[config.mk]
export PLATFORM = sky130hd
export DESIGN_NAME = irq_priority_regs_10_11
export DESIGN_NICKNAME = d
export VERILOG_FILES = /design/src/irq_priority_pkg.sv /design/src/priority_field_reg.sv /design/src/irq_priority_regs_10_11.sv
export VERILOG_INCLUDE_DIRS = /design/src
export SDC_FILE = /design/constraint.sdc
export NUM_CORES = 1
export LEC_CHECK = 0
export BUFFER_PORTS_ARGS = -buffer_cell sky130_fd_sc_hd__buf_2
export CAP_MARGIN = 10
export CELL_PAD_IN_SITES_DETAIL_PLACEMENT = 0
export CELL_PAD_IN_SITES_GLOBAL_PLACEMENT = 1
export CORE_ASPECT_RATIO = 1.4
export CORE_MARGIN = 2
export CORE_UTILIZATION = 22
export DETAILED_ROUTE_END_ITERATION = 10
export PLACE_DENSITY_LB_ADDON = 0.1
export RECOVER_POWER = 25
export SLEW_MARGIN = 20
export SYNTH_ARGS = -nofsm -noshare
export SYNTH_HDL_FRONTEND = slang
export SYNTH_SLANG_ARGS = --single-unit
[constraint.sdc]
create_clock -name clk_sys -period 1.8 [get_ports clk_sys]
set_input_delay 0.27 -clock clk_sys [delete_from_list [all_inputs] [get_ports clk_sys]]
set_output_delay 0.27 -clock clk_sys [all_outputs]
set_load 0.005 [all_outputs]
[src/irq_priority_cfg.svh]
// Constants for the interrupt priority register pair
`ifndef IRQ_PRIORITY_CFG_SVH
`define IRQ_PRIORITY_CFG_SVH

// ==========================================
// Bus geometry
`define PRIO_ADDR_W        12
`define PRIO_DATA_W        32
`define PRIO_REG_W         16
`define PRIO_NUM_SRC       2

// ==========================================
// Register byte offsets
`define PRIO_OFS_COMPARE5  12'h000
`define PRIO_OFS_PARALLEL  12'h004

// ==========================================
// Priority field layout and values
`define PRIO_FIELD_MSB     6
`define PRIO_FIELD_LSB     4
`define PRIO_RESET_VALUE   3'h4
`define PRIO_DISABLED      3'h0

`endif

[src/irq_priority_pkg.sv]
// Types shared by the interrupt priority register pair
`default_nettype none
package irq_priority_pkg;
   typedef logic [2:0] prio_level_t;
   typedef enum logic [0:0] {
      SRC_COMPARE5 = 1'b0,
      SRC_PARALLEL = 1'b1
   } src_sel_t;
endpackage
`default_nettype wire

[src/priority_field_reg.sv]
// One 16-bit priority register holding a 3-bit level field
`include "irq_priority_cfg.svh"
`timescale 1ns/1ps
`default_nettype none
module priority_field_reg
   import irq_priority_pkg::*;
(
   input  wire logic                   clk_sys,
   input  wire logic                   srst,
   input  wire logic                   wrEn,
   input  wire logic [`PRIO_REG_W-1:0] wrData,
   output var  logic [2:0]             levelQ,
   output var  logic                   enabledQ,
   output var  logic [`PRIO_REG_W-1:0] readValue
);

   logic [2:0] levelD;
   logic       enabledD;

   // ==========================================
   // Next state
   always_comb begin
      levelD = levelQ;
      if (wrEn) begin
         levelD = wrData[`PRIO_FIELD_MSB:`PRIO_FIELD_LSB];
      end
      if (srst) begin
         levelD = `PRIO_RESET_VALUE;
      end
      enabledD = (levelD != `PRIO_DISABLED);
   end

   always_ff @(posedge clk_sys) begin
      levelQ   <= levelD;
      enabledQ <= enabledD;
   end

   // ==========================================
   // Readback
   always_comb begin
      readValue = '0;
      readValue[`PRIO_FIELD_MSB:`PRIO_FIELD_LSB] = levelQ;
   end

   // ==========================================
   // Checks
   chk_hold_no_write: assert property (@(posedge clk_sys) disable iff (srst)
      !wrEn |=> $stable(levelQ))
      else $error("Level changed without a write");

   chk_enable_tracks: assert property (@(posedge clk_sys) disable iff (srst)
      enabledQ == (levelQ != `PRIO_DISABLED))
      else $error("Enable flag disagrees with level");

   chk_reset_level: assert property (@(posedge clk_sys)
      srst |=> (levelQ == `PRIO_RESET_VALUE) && enabledQ)
      else $error("Level not four after reset");

endmodule
`default_nettype wire

[src/irq_priority_regs_10_11.sv]
// APB priority registers for compare channel 5 and parallel port
`include "irq_priority_cfg.svh"
`timescale 1ns/1ps
`default_nettype none

// Operation
// - Compare channel 5 level in bits 6..4
// - Parallel port level in bits 6..4
// - Levels 1..7 rank, seven highest
// - Level zero disables the source
// - Other bits read zero, writes ignored
module irq_priority_regs_10_11
   import irq_priority_pkg::*;
#(
   parameter int ADDR_W = `PRIO_ADDR_W
) (
   input  wire logic                    clk_sys,
   input  wire logic                    srst,
   input  wire logic                    psel,
   input  wire logic                    penable,
   input  wire logic                    pwrite,
   input  wire logic [ADDR_W-1:0]       paddr,
   input  wire logic [`PRIO_DATA_W-1:0] pwdata,
   output var  logic [`PRIO_DATA_W-1:0] prdata,
   output var  logic                    pready,
   output var  logic                    pslverr,
   input  wire logic                    compareCh5Pending,
   input  wire logic                    parallelPortPending,
   output var  logic [2:0]              compareCh5IrqLevel,
   output var  logic [2:0]              parallelPortIrqLevel,
   output var  logic                    compareCh5IrqEnabled,
   output var  logic                    parallelPortIrqEnabled,
   output var  logic                    irqRequest,
   output var  logic [2:0]              irqWinnerLevel,
   output var  logic                    irqWinnerSrc
);

   localparam int NUM_SRC = `PRIO_NUM_SRC;
   localparam logic [ADDR_W-1:0] SRC_OFS [NUM_SRC] = '{
      ADDR_W'(`PRIO_OFS_COMPARE5),
      ADDR_W'(`PRIO_OFS_PARALLEL)
   };

   logic [NUM_SRC-1:0]      hitVec;
   logic [NUM_SRC-1:0]      wrEnVec;
   logic [NUM_SRC-1:0]      enabledVec;
   logic [NUM_SRC-1:0]      pendingVec;
   logic [NUM_SRC-1:0]      candVec;
   prio_level_t             levelArr [NUM_SRC];
   logic [`PRIO_REG_W-1:0]  readArr  [NUM_SRC];

   logic                    preadyQ;
   logic                    preadyD;
   logic [`PRIO_DATA_W-1:0] prdataQ;
   logic [`PRIO_DATA_W-1:0] prdataD;
   logic                    pslverrQ;
   logic                    pslverrD;
   logic                    accessNew;
   logic                    accessDone;
   logic                    anyHit;
   logic [`PRIO_REG_W-1:0]  readMux;

   logic                    irqRequestQ;
   logic                    irqRequestD;
   prio_level_t             winLevelQ;
   prio_level_t             winLevelD;
   src_sel_t                winSrcQ;
   src_sel_t                winSrcD;

   assign pendingVec = {parallelPortPending, compareCh5Pending};

   // ==========================================
   // Per-source registers
   for (genvar i = 0; i < NUM_SRC; i++) begin : g_src
      assign hitVec[i]  = (paddr == SRC_OFS[i]);
      assign wrEnVec[i] = accessDone && pwrite && hitVec[i];
      assign candVec[i] = pendingVec[i] && enabledVec[i];

      priority_field_reg u_field (
         .clk_sys   (clk_sys),
         .srst      (srst),
         .wrEn      (wrEnVec[i]),
         .wrData    (pwdata[`PRIO_REG_W-1:0]),
         .levelQ    (levelArr[i]),
         .enabledQ  (enabledVec[i]),
         .readValue (readArr[i])
      );
   end

   // ==========================================
   // APB slave, one wait state
   assign accessNew  = psel && penable && !preadyQ;
   assign accessDone = psel && penable && preadyQ;
   assign anyHit     = |hitVec;

   always_comb begin
      readMux = '0;
      for (int k = 0; k < NUM_SRC; k++) begin
         if (hitVec[k]) begin
            readMux = readArr[k];
         end
      end
   end

   always_comb begin
      preadyD  = 1'b0;
      prdataD  = 32'h0000_0000;
      pslverrD = 1'b0;
      if (accessNew) begin
         preadyD  = 1'b1;
         pslverrD = !anyHit;
         if (!pwrite) begin
            prdataD = {16'h0000, readMux};
         end
      end
      if (srst) begin
         preadyD  = 1'b0;
         prdataD  = 32'h0000_0000;
         pslverrD = 1'b0;
      end
   end

   always_ff @(posedge clk_sys) begin
      preadyQ  <= preadyD;
      prdataQ  <= prdataD;
      pslverrQ <= pslverrD;
   end

   // ==========================================
   // Priority selection
   always_comb begin
      irqRequestD = 1'b0;
      winLevelD   = `PRIO_DISABLED;
      winSrcD     = SRC_COMPARE5;
      // Higher level wins, tie to compare
      if (candVec[SRC_COMPARE5] && candVec[SRC_PARALLEL]) begin
         irqRequestD = 1'b1;
         if (levelArr[SRC_PARALLEL] > levelArr[SRC_COMPARE5]) begin
            winLevelD = levelArr[SRC_PARALLEL];
            winSrcD   = SRC_PARALLEL;
         end else begin
            winLevelD = levelArr[SRC_COMPARE5];
         end
      end else if (candVec[SRC_COMPARE5]) begin
         irqRequestD = 1'b1;
         winLevelD   = levelArr[SRC_COMPARE5];
      end else if (candVec[SRC_PARALLEL]) begin
         irqRequestD = 1'b1;
         winLevelD   = levelArr[SRC_PARALLEL];
         winSrcD     = SRC_PARALLEL;
      end
      if (srst) begin
         irqRequestD = 1'b0;
         winLevelD   = `PRIO_DISABLED;
         winSrcD     = SRC_COMPARE5;
      end
   end

   always_ff @(posedge clk_sys) begin
      irqRequestQ <= irqRequestD;
      winLevelQ   <= winLevelD;
      winSrcQ     <= winSrcD;
   end

   // ==========================================
   // Outputs
   assign prdata                 = prdataQ;
   assign pready                 = preadyQ;
   assign pslverr                = pslverrQ;
   assign compareCh5IrqLevel     = levelArr[SRC_COMPARE5];
   assign parallelPortIrqLevel   = levelArr[SRC_PARALLEL];
   assign compareCh5IrqEnabled   = enabledVec[SRC_COMPARE5];
   assign parallelPortIrqEnabled = enabledVec[SRC_PARALLEL];
   assign irqRequest             = irqRequestQ;
   assign irqWinnerLevel         = winLevelQ;
   assign irqWinnerSrc           = winSrcQ;

   // ==========================================
   // Checks
   chk_write_compare: assert property (@(posedge clk_sys) disable iff (srst)
      (accessDone && pwrite && paddr == SRC_OFS[SRC_COMPARE5])
      |=> compareCh5IrqLevel == $past(pwdata[`PRIO_FIELD_MSB:`PRIO_FIELD_LSB]))
      else $error("Compare level not written");

   chk_write_parallel: assert property (@(posedge clk_sys) disable iff (srst)
      (accessDone && pwrite && paddr == SRC_OFS[SRC_PARALLEL])
      |=> parallelPortIrqLevel == $past(pwdata[`PRIO_FIELD_MSB:`PRIO_FIELD_LSB]))
      else $error("Parallel level not written");

   chk_read_zeros: assert property (@(posedge clk_sys) disable iff (srst)
      (pready && !pwrite) |-> (prdata[`PRIO_DATA_W-1:`PRIO_FIELD_MSB+1] == '0)
      && (prdata[`PRIO_FIELD_LSB-1:0] == '0))
      else $error("Unused read bits not zero");

   chk_read_level: assert property (@(posedge clk_sys) disable iff (srst)
      (accessNew && !pwrite && paddr == SRC_OFS[SRC_COMPARE5])
      |=> prdata[`PRIO_FIELD_MSB:`PRIO_FIELD_LSB] == $past(compareCh5IrqLevel))
      else $error("Compare readback wrong");

   chk_higher_wins: assert property (@(posedge clk_sys) disable iff (srst)
      (candVec[SRC_COMPARE5] && candVec[SRC_PARALLEL]
       && levelArr[SRC_PARALLEL] > levelArr[SRC_COMPARE5])
      |=> irqRequest && irqWinnerSrc == SRC_PARALLEL
      && irqWinnerLevel == $past(levelArr[SRC_PARALLEL]))
      else $error("Higher level did not win");

   chk_disabled_silent: assert property (@(posedge clk_sys) disable iff (srst)
      (levelArr[SRC_COMPARE5] == `PRIO_DISABLED && levelArr[SRC_PARALLEL] == `PRIO_DISABLED)
      |=> !irqRequest)
      else $error("Request from disabled sources");

   chk_one_wait: assert property (@(posedge clk_sys) disable iff (srst)
      accessNew |=> pready ##1 !pready)
      else $error("Ready timing wrong");

   chk_reset_out: assert property (@(posedge clk_sys)
      srst |=> compareCh5IrqLevel == `PRIO_RESET_VALUE
      && parallelPortIrqLevel == `PRIO_RESET_VALUE && !pready && !irqRequest)
      else $error("Reset values wrong");

endmodule
`default_nettype wire

# ---- After elaboration in Yosys (flattened, before gate mapping)
# Cells that the tools add are included.
dict set report word_totals {
  regBits 47
  inputBits 51
}
dict set report op_classes {
  magnitude_cmp 1
  eq_ne 1
  muxes 17
  bitwise_logic 1
  n_reduce_logical 18
}
# op n
set ops {}
lappend ops {{$mux 3} 8}
lappend ops {{$mux 7} 2}
lappend ops {{$eq 12x3->1 const B} 1}
lappend ops {{$logic_not 12->1} 1}
lappend ops {{$logic_and 1x1->1} 9}
lappend ops {{$mux 1} 7}
lappend ops {{$reduce_bool 3->1} 2}
lappend ops {{$reduce_or 2->1} 2}
lappend ops {{$reduce_or 4->1} 1}
lappend ops {{$gt 3x3->1} 1}
lappend ops {{$reduce_or 3->1} 1}
lappend ops {{$logic_not 1->1} 2}
lappend ops {{$not 1->1} 1}

# ---- Depth between registers and ports, before layout
# Gate-level depths: netlist of run 1.
dict set report logic_depth {
  ltp_word 7
  ltp_mapped 6
  mapped_depth_nobuf 6
}

# ---- By module
# From an unflattened synthesis of run 1, not the netlist that was laid out.
dict set report hier_totals {
  hier_cells 171
  hier_area_um2 1681.6
}
# module n_inst cells_per_inst area_each_um2 seq_area_each_um2
set by_module_without_submodules {}
lappend by_module_without_submodules {irq_priority_regs_10_11 1 107 1133.6 460.4}
lappend by_module_without_submodules {priority_field_reg 2 32 274.0 80.1}

# ---- Worst setup path after synthesis of run 1
# Ideal clock, no wire load.
dict set report synth_path {
  path_kind {input-to-reg}
  start {input port paddr[9]}
  end {register prdataQ[4] (netlist: prdata[4])}
  t_arrival_ns 1.822
  required_time_ns 1.736
  path_slack_ns -0.087
  stages 4
  n_path_buf 0
  cell_sequence {or4_4 -> or4_1 -> or4b_4 -> nor2_1}
}
dict set report synth_between {
  elab_chain_cells 3
  word_cells_on_any_way 4
  cone_classes {1 x eq/ne; 2 x mux; 1 x reduce/logical}
}
# item line
set synth_lines {}
lappend synth_lines {{start: declaration} irq_priority_regs_10_11.sv:22} ;# input wire logic [ADDR_W-1:0] paddr,
lappend synth_lines {{$logic_not 12->1} irq_priority_regs_10_11.sv:75} ;# assign hitVec[i] = (paddr == SRC_OFS[i]);
lappend synth_lines {{$mux 7} irq_priority_regs_10_11.sv:99} ;# if (hitVec[k]) begin
lappend synth_lines {{$mux 7 *} irq_priority_regs_10_11.sv:99}
lappend synth_lines {{end signal: assignment} irq_priority_regs_10_11.sv:125} ;# prdataQ <= prdataD;
lappend synth_lines {{end: declaration} irq_priority_regs_10_11.sv:54} ;# logic [`PRIO_DATA_W-1:0] prdataQ;
# Every way passes the cells marked *; elsewhere a longest branch is shown, timed or not.
# A chain may end at the register's enable or synchronous reset.

# ---- Final worst setup path of run 1
dict set report layout_path {
  start {input port paddr[9]}
  end {register prdataQ[5] (netlist: prdata[5])}
}
# The elaborated chain is that of the path after synthesis.

==> metrics, run 1 <==
largest net degree at the start of global routing 19; Inserted Clock Buffers 3; first-pass GRT wire length 4.057 mm; vias in the first global route 851; WP data arrival 1.96 ns; Distinct cells, synth 28; FF+latch count, synth 18; Lkg Pwr 0.6351 nW; Setup crit end kind flop; Tot Pwr 0.8364 mW; combinational share of power 0.098; Max Slew Vio Count 0; switching pwr 0.2044 mW; root buffer cell clkbuf_8; Die Area 5474 um2; fin crit share 0.9798; area delta synth->final 25.58%; post-route ant nets 0; Synth Area in Simple Gates 0.2698; All-Layer GR Usage 0.09634; worst vdd ir 0.2072 mV; final core occ 0.2835; DRT iter0 DRCs 21; cts hold-fix bufs 0; CP Class in -> reg; Mapped Area 1076 um2; Ports 98; fin crit period 1.764 ns; placed cell count 231; Worst-Skew Late Latency 0.26 ns; total grt overflow 0; multiplexer fraction of the synthesized cell area 0.05581; status finished, final reports clean; sequential element share of the synthesized area 0.3349; WHS 0.2243 ns; crit-path max FO 3; Clk pwr share 0.417; Startpoint Class input pin; Die Y 86.75 um; Die W 63.11 um; Cell Rows 30; Max Freq 0.5670 GHz; DR pass1 iterations 4; clock skew 0.003940 ns; DRC errors left 0; number of fill cells 545; number of buffers added on ports 39; top cell type's share of synthesized area 0.3349; layout cells sized above 1 0.3275; final hold vios 0; Vias 937; P per Cell Area 619.0 nW/um2; complex-gate fraction of the synthesized area 0.07791; initial antenna violation count 0; Final setup viols 0; Clock Sink Count 18; CORE AREA 4767 um2; clock tree buffer depth 2; Hold Crit Class in -> reg; YS warnings 0; Ant. Diodes 0; Post-Layout Inst Area 1351 um2; CTS tree done; fin cells 235; Int Pwr 0.6320 mW; CTS resizes 0; H-tree levels 1; starting density of the core 0.2257; WL per Instance 11.60 um; final net count 226; RSZ-0062 raised after global routing no; adder-cell area share of the yosys netlist 0.03488; dpl cell area 1299 um2; Max Cap Viol 0; Worst EP required 2.00 ns; Setup Fix Bufs, Post-CTS 0; Sw Ratio 0.2444; dominant cell type by area after synthesis dfxtp_1; Post-Syn Instances 123; Avg Inst Size Synth 8.748 um2; routability cong. 0.7157; combinational family with the most area after synthesis simple AND/OR/NAND/NOR gates; Via density 3.987; main area contributors after synthesis dfxtp_1, buf_4, mux2i_1; Final HPWL DP 2.193 mm; XOR/XNOR Fraction of Synth Area 0; sequential power share 0.485; Routed WL 2.727 mm; Clock Pin Slew Worst Setup and Hold Paths 0.08 ns
## layout make-up
cell class	instances	area (um2)	share of cell area
clock buffer	4	55.05	0.04074
inverter	3	11.26	0.008333
multi-input combinational	98	584.3	0.4324
sequential	18	360.3	0.2667
tap	64	80.08	0.05926
timing repair buffer	48	260.3	0.1926
## placed cells by master, fill, tap and decap left out, types with 3 or more instances in the layout
master,netlist,layout
inv_1,3,3
nor3_1,4,4
a21oi_1,7,7
conb_1,1,29
nand2b_1,6,6
buf_4,29,9
mux2i_1,6,6
buf_2,0,37
nand2_1,4,4
nand4_1,4,4
ha_1,3,3
nor2_1,7,7
dfxtp_1,18,18
nand3_1,7,7
clkbuf_8,0,4
## flip-flops by register name, summed over array words and instances, names as in the netlist
signal                  flops
irqWinnerSrc                1
pslverr                     1
irqRequest                  1
g_src.u_field.levelQ        6
g_src.u_field.enabledQ      2
irqWinnerLevel              3
pready                      1
prdata                      3
## power by group through the flow
stage | clock (mW) | sequential, mW | combinational, mW
global route | 0.380 | 0.406 | 0.0921
floorplan | 0 | 0.416 | 0.0859
detailed placement | 0 | 0.415 | 0.0811
finish | 0.349 | 0.405 | 0.0821
global placement | 0 | 0.415 | 0.0808
CTS | 0.358 | 0.406 | 0.0816
## cells in the mapped netlist
master and instances:
nand4_1 4, nor4_2 2, a21oi_1 7, inv_1 3, ha_1 3, nor2_1 7, mux2i_1 6, o21ai_1 1
nand2b_1 6, nand3_1 7, a2111o_1 1, or4_4 1, buf_4 29, a211o_1 2, clkbuf_1 3, or4b_2 1
nor2b_1 2, nor4_1 1, conb_1 1, o21a_1 1, and2_1 2, or4b_4 1, o31ai_1 1, nor4b_1 2
dfxtp_1 18, or4_1 3, nor3_1 4, nand2_1 4
## critical path: stages
cell and delay, ns:
buf_2 0.10, or4_4 0.53, or4_4 0.43, or4b_4 0.52, nor2_1 0.12
## worst paths after layout
path                                                  from                end  slack, ns  depth (start not counted)
worst max-delay path                              paddr[9]          prdata[5]       0.04                          5
worst min-delay path                                  srst             pready       0.22                          2
worst max register to register  g_src[0].u_field.levelQ[2]  irqWinnerLevel[2]       0.20                          6
worst min register to register                      pready             pready       0.48                          1
## per-stage QoR
stage / setup TNS, ns / worst slack, ns
floorplan: -0.2571 / -0.08569
global placement: -0.6669 / -0.2273
detailed placement: -0.7179 / -0.2471
CTS: 0 / 0.02607
global route: 0 / 0.006336
finish: 0 / 0.03640
## metal layers
metal  track usage  vias to the layer above  routed length, um
met5             0                        -                  0
met4       0.04646                        0                 21
met3       0.01688                        2                120
met2        0.1809                       29               1496
met1        0.1031                      437               1089
li1              -                      469                  -
## kinds of logic (layout without fill, tap and decap cells)
family / count (synthesis) / in the layout
other cells: 1 / 29
buf+inv: 35 / 55
fa+ha+maj: 3 / 3
simple gates: 47 / 47
flops: 18 / 18
mux: 6 / 6
compound gates: 13 / 13
Note: power is estimated with default switching activity, not from simulation.
==> run 2, diff against run 1 <==
- CORE_UTILIZATION: 22 -> 28
- REMOVE_ABC_BUFFERS: unset -> 1
- SYNTH_HIERARCHICAL: unset -> 1
==> run 2 against run 1 <==
Net effect: maximum frequency increased by 4.5%; first-iteration DRC count rose by 120%; register-to-register slack lost 0.09 ns; cell area rose by 45%; critical path depth up 1; critical path type is now reg -> reg; total power increased by 66%; final cell count rose by 27%; synthesized area is 56% higher; clock power increased by 70%; clock skew rose by 0.0012 ns; highest routed layer unchanged; largest power group unchanged; die area rose by 21%; non-clock buffer count is 16 higher.
==> metrics, run 2 <==
WL per Instance 10.49 um; DRC errors left 0; vias in the first global route 1,045; fin cells 298; Clock Sink Count 31; first-pass GRT wire length 4.788 mm; Worst-Skew Late Latency 0.28 ns; Distinct cells, synth 29; fin crit share 0.9372; DRT iter0 DRCs 46; placed cell count 290; initial antenna violation count 0; main area contributors after synthesis dfxtp_1, buf_4, mux2i_1; post-route ant nets 0; CTS tree done; final hold vios 0; Via density 3.795; YS warnings 6; FF-to-FF setup slack 0.11 ns; Max Slew Vio Count 0; Clock Pin Slew Worst Setup and Hold Paths 0.06 ns; Ports 98; clock tree buffer depth 2; All-Layer GR Usage 0.09402; dominant cell type by area after synthesis dfxtp_1; status finished, final reports clean; final net count 281; clock skew 0.005181 ns; P per Cell Area 712.9 nW/um2; layout cells sized above 1 0.3596; Die Y 95.70 um; root buffer cell clkbuf_8; Vias 1,131; starting density of the core 0.2888; Max Cap Viol 0; total grt overflow 0; Inserted Clock Buffers 5; max FFs per register 16; WP data arrival 1.85 ns; fin crit period 1.687 ns; commonest non-fill, non-tap cell in the layout buf_2; Cell Rows 33; H-tree levels 2; Hold Crit Class in -> reg; Post-Syn Instances 171; Die Area 6650 um2; top cell type's share of synthesized area 0.3690; RSZ-0062 raised after global routing no; most frequent cells in the layout buf_2, conb_1, dfxtp_1; Final HPWL DP 2.504 mm; Setup Fix Bufs, Post-CTS 0; crit-path max FO 4; sequential element share of the synthesized area 0.3690; Max Freq 0.5928 GHz; Synth Flop Type dfxtp_1; Post-synth EDFFs 0; area delta synth->final 16.15%; Setup TNS 0 ns; Ant. Diodes 0; largest net degree at the start of global routing 17; Die W 69.50 um; Mapped Area 1682 um2; DR pass1 iterations 3; Avg Inst Size Synth 9.834 um2; Routed WL 3.125 mm; Startpoint Class flop; Lkg Pwr 0.9715 nW; Worst EP required 1.97 ns; most frequent cell after synthesis buf_4; CORE AREA 5822 um2; number of buffers added on ports 52; Setup crit end kind flop; CP Class reg -> reg; Final setup viols 0; routability cong. 0.7228; worst vdd ir 0.2050 mV; most frequent cells after synthesis buf_4, dfxtp_1, mux2i_1; FF+latch count, synth 31; fraction of registers with async set/reset 0
run 2: cell count changes in the layout (fill, tap and decap cells not counted), moves of 3 or more:
cell / change
nand2b_1: -6
conb_1: +13
buf_4: +3
a22o_1: +3
mux2i_1: +16
nor2_4: +10
nand4_1: -4
nand3_1: -5
nor2_1: +4
a21oi_1: -6
buf_2: +13
inv_1: +3
dfxtp_1: +13
clkbuf_8: +3
run 2: power breakdown:
part,leakage (nW),internal [mW],switching [mW]
Sequential,0.251,0.692,0.00179
Clock,0.0515,0.348,0.243
Combinational,0.669,0.0451,0.0616
Total,0.971,1.09,0.307
run 2: worst paths after layout:
kind,start,endpoint,cells after the start
min,srst,pready,2
max,g_src[0].u_field/levelQ[2],irqWinnerLevel[2],6
min reg2reg,pready,pready,1
max reg2reg,g_src[0].u_field/levelQ[2],irqWinnerLevel[2],6
run 2: layout make-up:
cell class / instances / area (um2)
clock buffers: 8 / 100.1
repair buffers: 64 / 347.8
well taps: 70 / 87.58
flip-flops and latches: 31 / 620.6
fillers: 618 / 3869
multi-input cells: 119 / 774.5
inverters: 6 / 22.52
run 2: critical path, cell delays in order (launching register included):
cell and delay (ns):
dfxtp_1 0.33, inv_1 0.05, ha_1 0.32, and3b_1 0.19
o21ai_1 0.25, a311oi_2 0.17, a22o_1 0.26
run 2: logic make-up (layout without fill, tap and decap cells):
kind of cell / after synthesis / count (layout) / synth area share
DFF: 31 / 31 / 0.3691
adders and majority gates: 3 / 3 / 0.02232
other: 3 / 42 / 0.006696
muxes: 22 / 22 / 0.1310
buffers and inverters: 60 / 78 / 0.2574
AOI/OAI and AO/OA: 10 / 10 / 0.04464
and+or+nand+nor: 42 / 42 / 0.1689
run 2: stage by stage:
step	worst slack [ns]	cell area [um2]	total power [mW]	hold WS (ns)	util
after floorplan	-0.05882	1418	0.7630	0.3391	-
after detailed placement	0.009739	1856	0.8146	0.4605	0.3187
after global routing	0.02570	1953	1.461	0.2242	0.3355
after global placement	-0.007375	1856	0.8135	0.4689	0.3187
final	0.1131	1953	1.392	0.2201	0.3355
after CTS	0.03499	1956	1.420	0.2148	0.3359
run 2: layer usage:
layer | vias to the layer above | GRT usage | wire (um) | share of wire
met1 | 502 | 0.1046 | 1252 | 0.40
li1 | 581 | - | - | -
met4 | 0 | 0.05392 | 67 | 0.021
met3 | 4 | 0.02408 | 177 | 0.057
met5 | - | 0 | 0 | 0
met2 | 44 | 0.1635 | 1629 | 0.52
run 2: repair_timing:
action | CTS | global route
endpoints found under the hold margin | 0 | 0
hold buffers | 0 | 0
resized for setup | 0 | 2
setup endpoints to repair | 0 | 3
==> run 3, diff against run 2 <==
- CORE_MARGIN: 2 -> 10
==> run 3 against run 2 <==
Net effect: global-route usage shrank 1.4 points; largest power group is now clock; via count grew 1.9%; clock skew is essentially flat; highest routed layer unchanged; clock power grew 19%; largest cell class unchanged.
==> metrics, run 3 (synthesis results as in run 2) <==
status finished, final reports clean; max FFs per register 16; number of buffers added on ports 52; Setup crit end kind flop; RSZ-0062 raised after global routing no; WP data arrival 1.84 ns; DRC errors left 0; Die Y 111.7 um; first-pass GRT wire length 5.975 mm; Int Pwr 1.185 mW; switching pwr 0.3256 mW; DRT iter0 DRCs 23; layout cells sized above 1 0.3333; Max Slew Vio Count 0; Inserted Clock Buffers 5; Hold Crit Class in -> reg; clock tree buffer depth 2; Max Freq 0.5997 GHz; final net count 281; Hold Path Origin srst; Sw Ratio 0.2156; Tot Pwr 1.510 mW; Via density 3.866; Setup Fix Bufs, Post-CTS 0; CORE AREA 5863 um2; H-tree levels 2; fin crit period 1.667 ns; vias in the first global route 1,204; most frequent cells in the layout buf_2, conb_1, dfxtp_1; Worst-Skew Late Latency 0.28 ns; Worst EP required 1.97 ns; starting density of the core 0.2868; Die W 85.50 um; CTS tree done; area delta synth->final 16.67%; Max Cap Viol 0; All-Layer GR Usage 0.07959; Die Area 9549 um2; final core occ 0.3346; crit-path max FO 4; Clock Pin Slew Worst Setup and Hold Paths 0.07 ns; Clk pwr share 0.468; final hold vios 0; routability cong. 0.7410; largest net degree at the start of global routing 17; commonest non-fill, non-tap cell in the layout buf_2; fin crit share 0.9264; combinational share of power 0.073; initial antenna violation count 0; Vias 1,152; Clock Sink Count 31; WHS 0.2049 ns; post-route ant nets 0; Ant. Diodes 0; worst vdd ir 0.3082 mV; dpl cell area 1856 um2; number of fill cells 659; Post-Layout Inst Area 1962 um2; total grt overflow 0; RR Startpoint g_src[0].u_field/levelQ[2]; hold path cells 2; Startpoint Class flop; sequential power share 0.459; Final setup viols 0; worst r2r dst irqWinnerLevel[0]; Routed WL 3.835 mm; FF-to-FF setup slack 0.13 ns; root buffer cell clkbuf_8; WL per Instance 12.87 um; DR pass1 iterations 4; Worst Hold End pready; Lkg Pwr 0.9503 nW; clock skew 0.005185 ns; reg2reg path depth 6; P per Cell Area 769.8 nW/um2; CP Class reg -> reg; Ports 98; Final HPWL DP 3.182 mm; Cell Rows 33
==> run 3: area by class of cell <==
cell class / instances / area (um2) / share of cell area
multi-input combinational: 119 / 774.5 / 0.3948
sequential: 31 / 620.6 / 0.3163
timing repair buffer: 64 / 339.1 / 0.1728
tap: 70 / 87.58 / 0.04464
clock buffer: 6 / 82.58 / 0.04209
clock inverter: 2 / 35.03 / 0.01786
inverter: 6 / 22.52 / 0.01148
==> run 3: worst max path at each step <==
stage / cells past startpoint / slack [ns] / start / end
4_1_cts: 6 / 0.05 / g_src[0].u_field/levelQ[2] / irqWinnerLevel[0]
5_1_grt: 6 / 0.03 / g_src[0].u_field/levelQ[2] / irqWinnerLevel[0]
3_3_place_gp: 7 / -0.01 / paddr[9] / g_src[0].u_field/enabledQ
6_report: 6 / 0.13 / g_src[0].u_field/levelQ[2] / irqWinnerLevel[0]
3_5_place_dp: 7 / -0.02 / paddr[9] / g_src[0].u_field/enabledQ
2_1_floorplan: 5 / -0.06 / paddr[0] / g_src[0].u_field/enabledQ
==> run 3: routing by layer <==
layer,share of wire,global-route usage,wire length [um],up-vias
li1,-,-,-,584
met1,0.38,0.07712,1450,522
met2,0.52,0.1378,2011,40
met3,0.081,0.04085,309,6
met4,0.017,0.03304,64,0
met5,0,0,0,-
==> run 3: power by group through the flow <==
| stage | registers, mW | clock network, mW | logic (mW) |
|---|---|---|---|
| after global placement | 0.709 | 0 | 0.105 |
| after CTS | 0.694 | 0.738 | 0.107 |
| after floorplan | 0.710 | 0 | 0.0530 |
| after detailed placement | 0.710 | 0 | 0.107 |
| after global routing | 0.694 | 0.762 | 0.124 |
| final | 0.694 | 0.706 | 0.110 |
==> run 3: timing repair <==
item	CTS	global route
endpoints found under the setup margin	3	3
hold buffers	0	0
resized for setup	1	1
==> run 3: critical path, stage by stage (launching register included) <==
cell and delay, ns:
dfxtp_1 0.33, inv_1 0.05, ha_1 0.32, and3b_1 0.19, o21ai_1 0.24, a311oi_2 0.17
a22o_1 0.26
==> run 3: per-stage QoR <==
stage | worst slack, ns | cells | setup TNS, ns
2_1_floorplan | -0.05882 | 156 | -0.1176
3_3_place_gp | -0.01201 | 290 | -0.01201
3_5_place_dp | -0.01659 | 290 | -0.02827
4_1_cts | 0.05488 | 298 | 0
5_1_grt | 0.03341 | 298 | 0
6_report | 0.1325 | 298 | 0
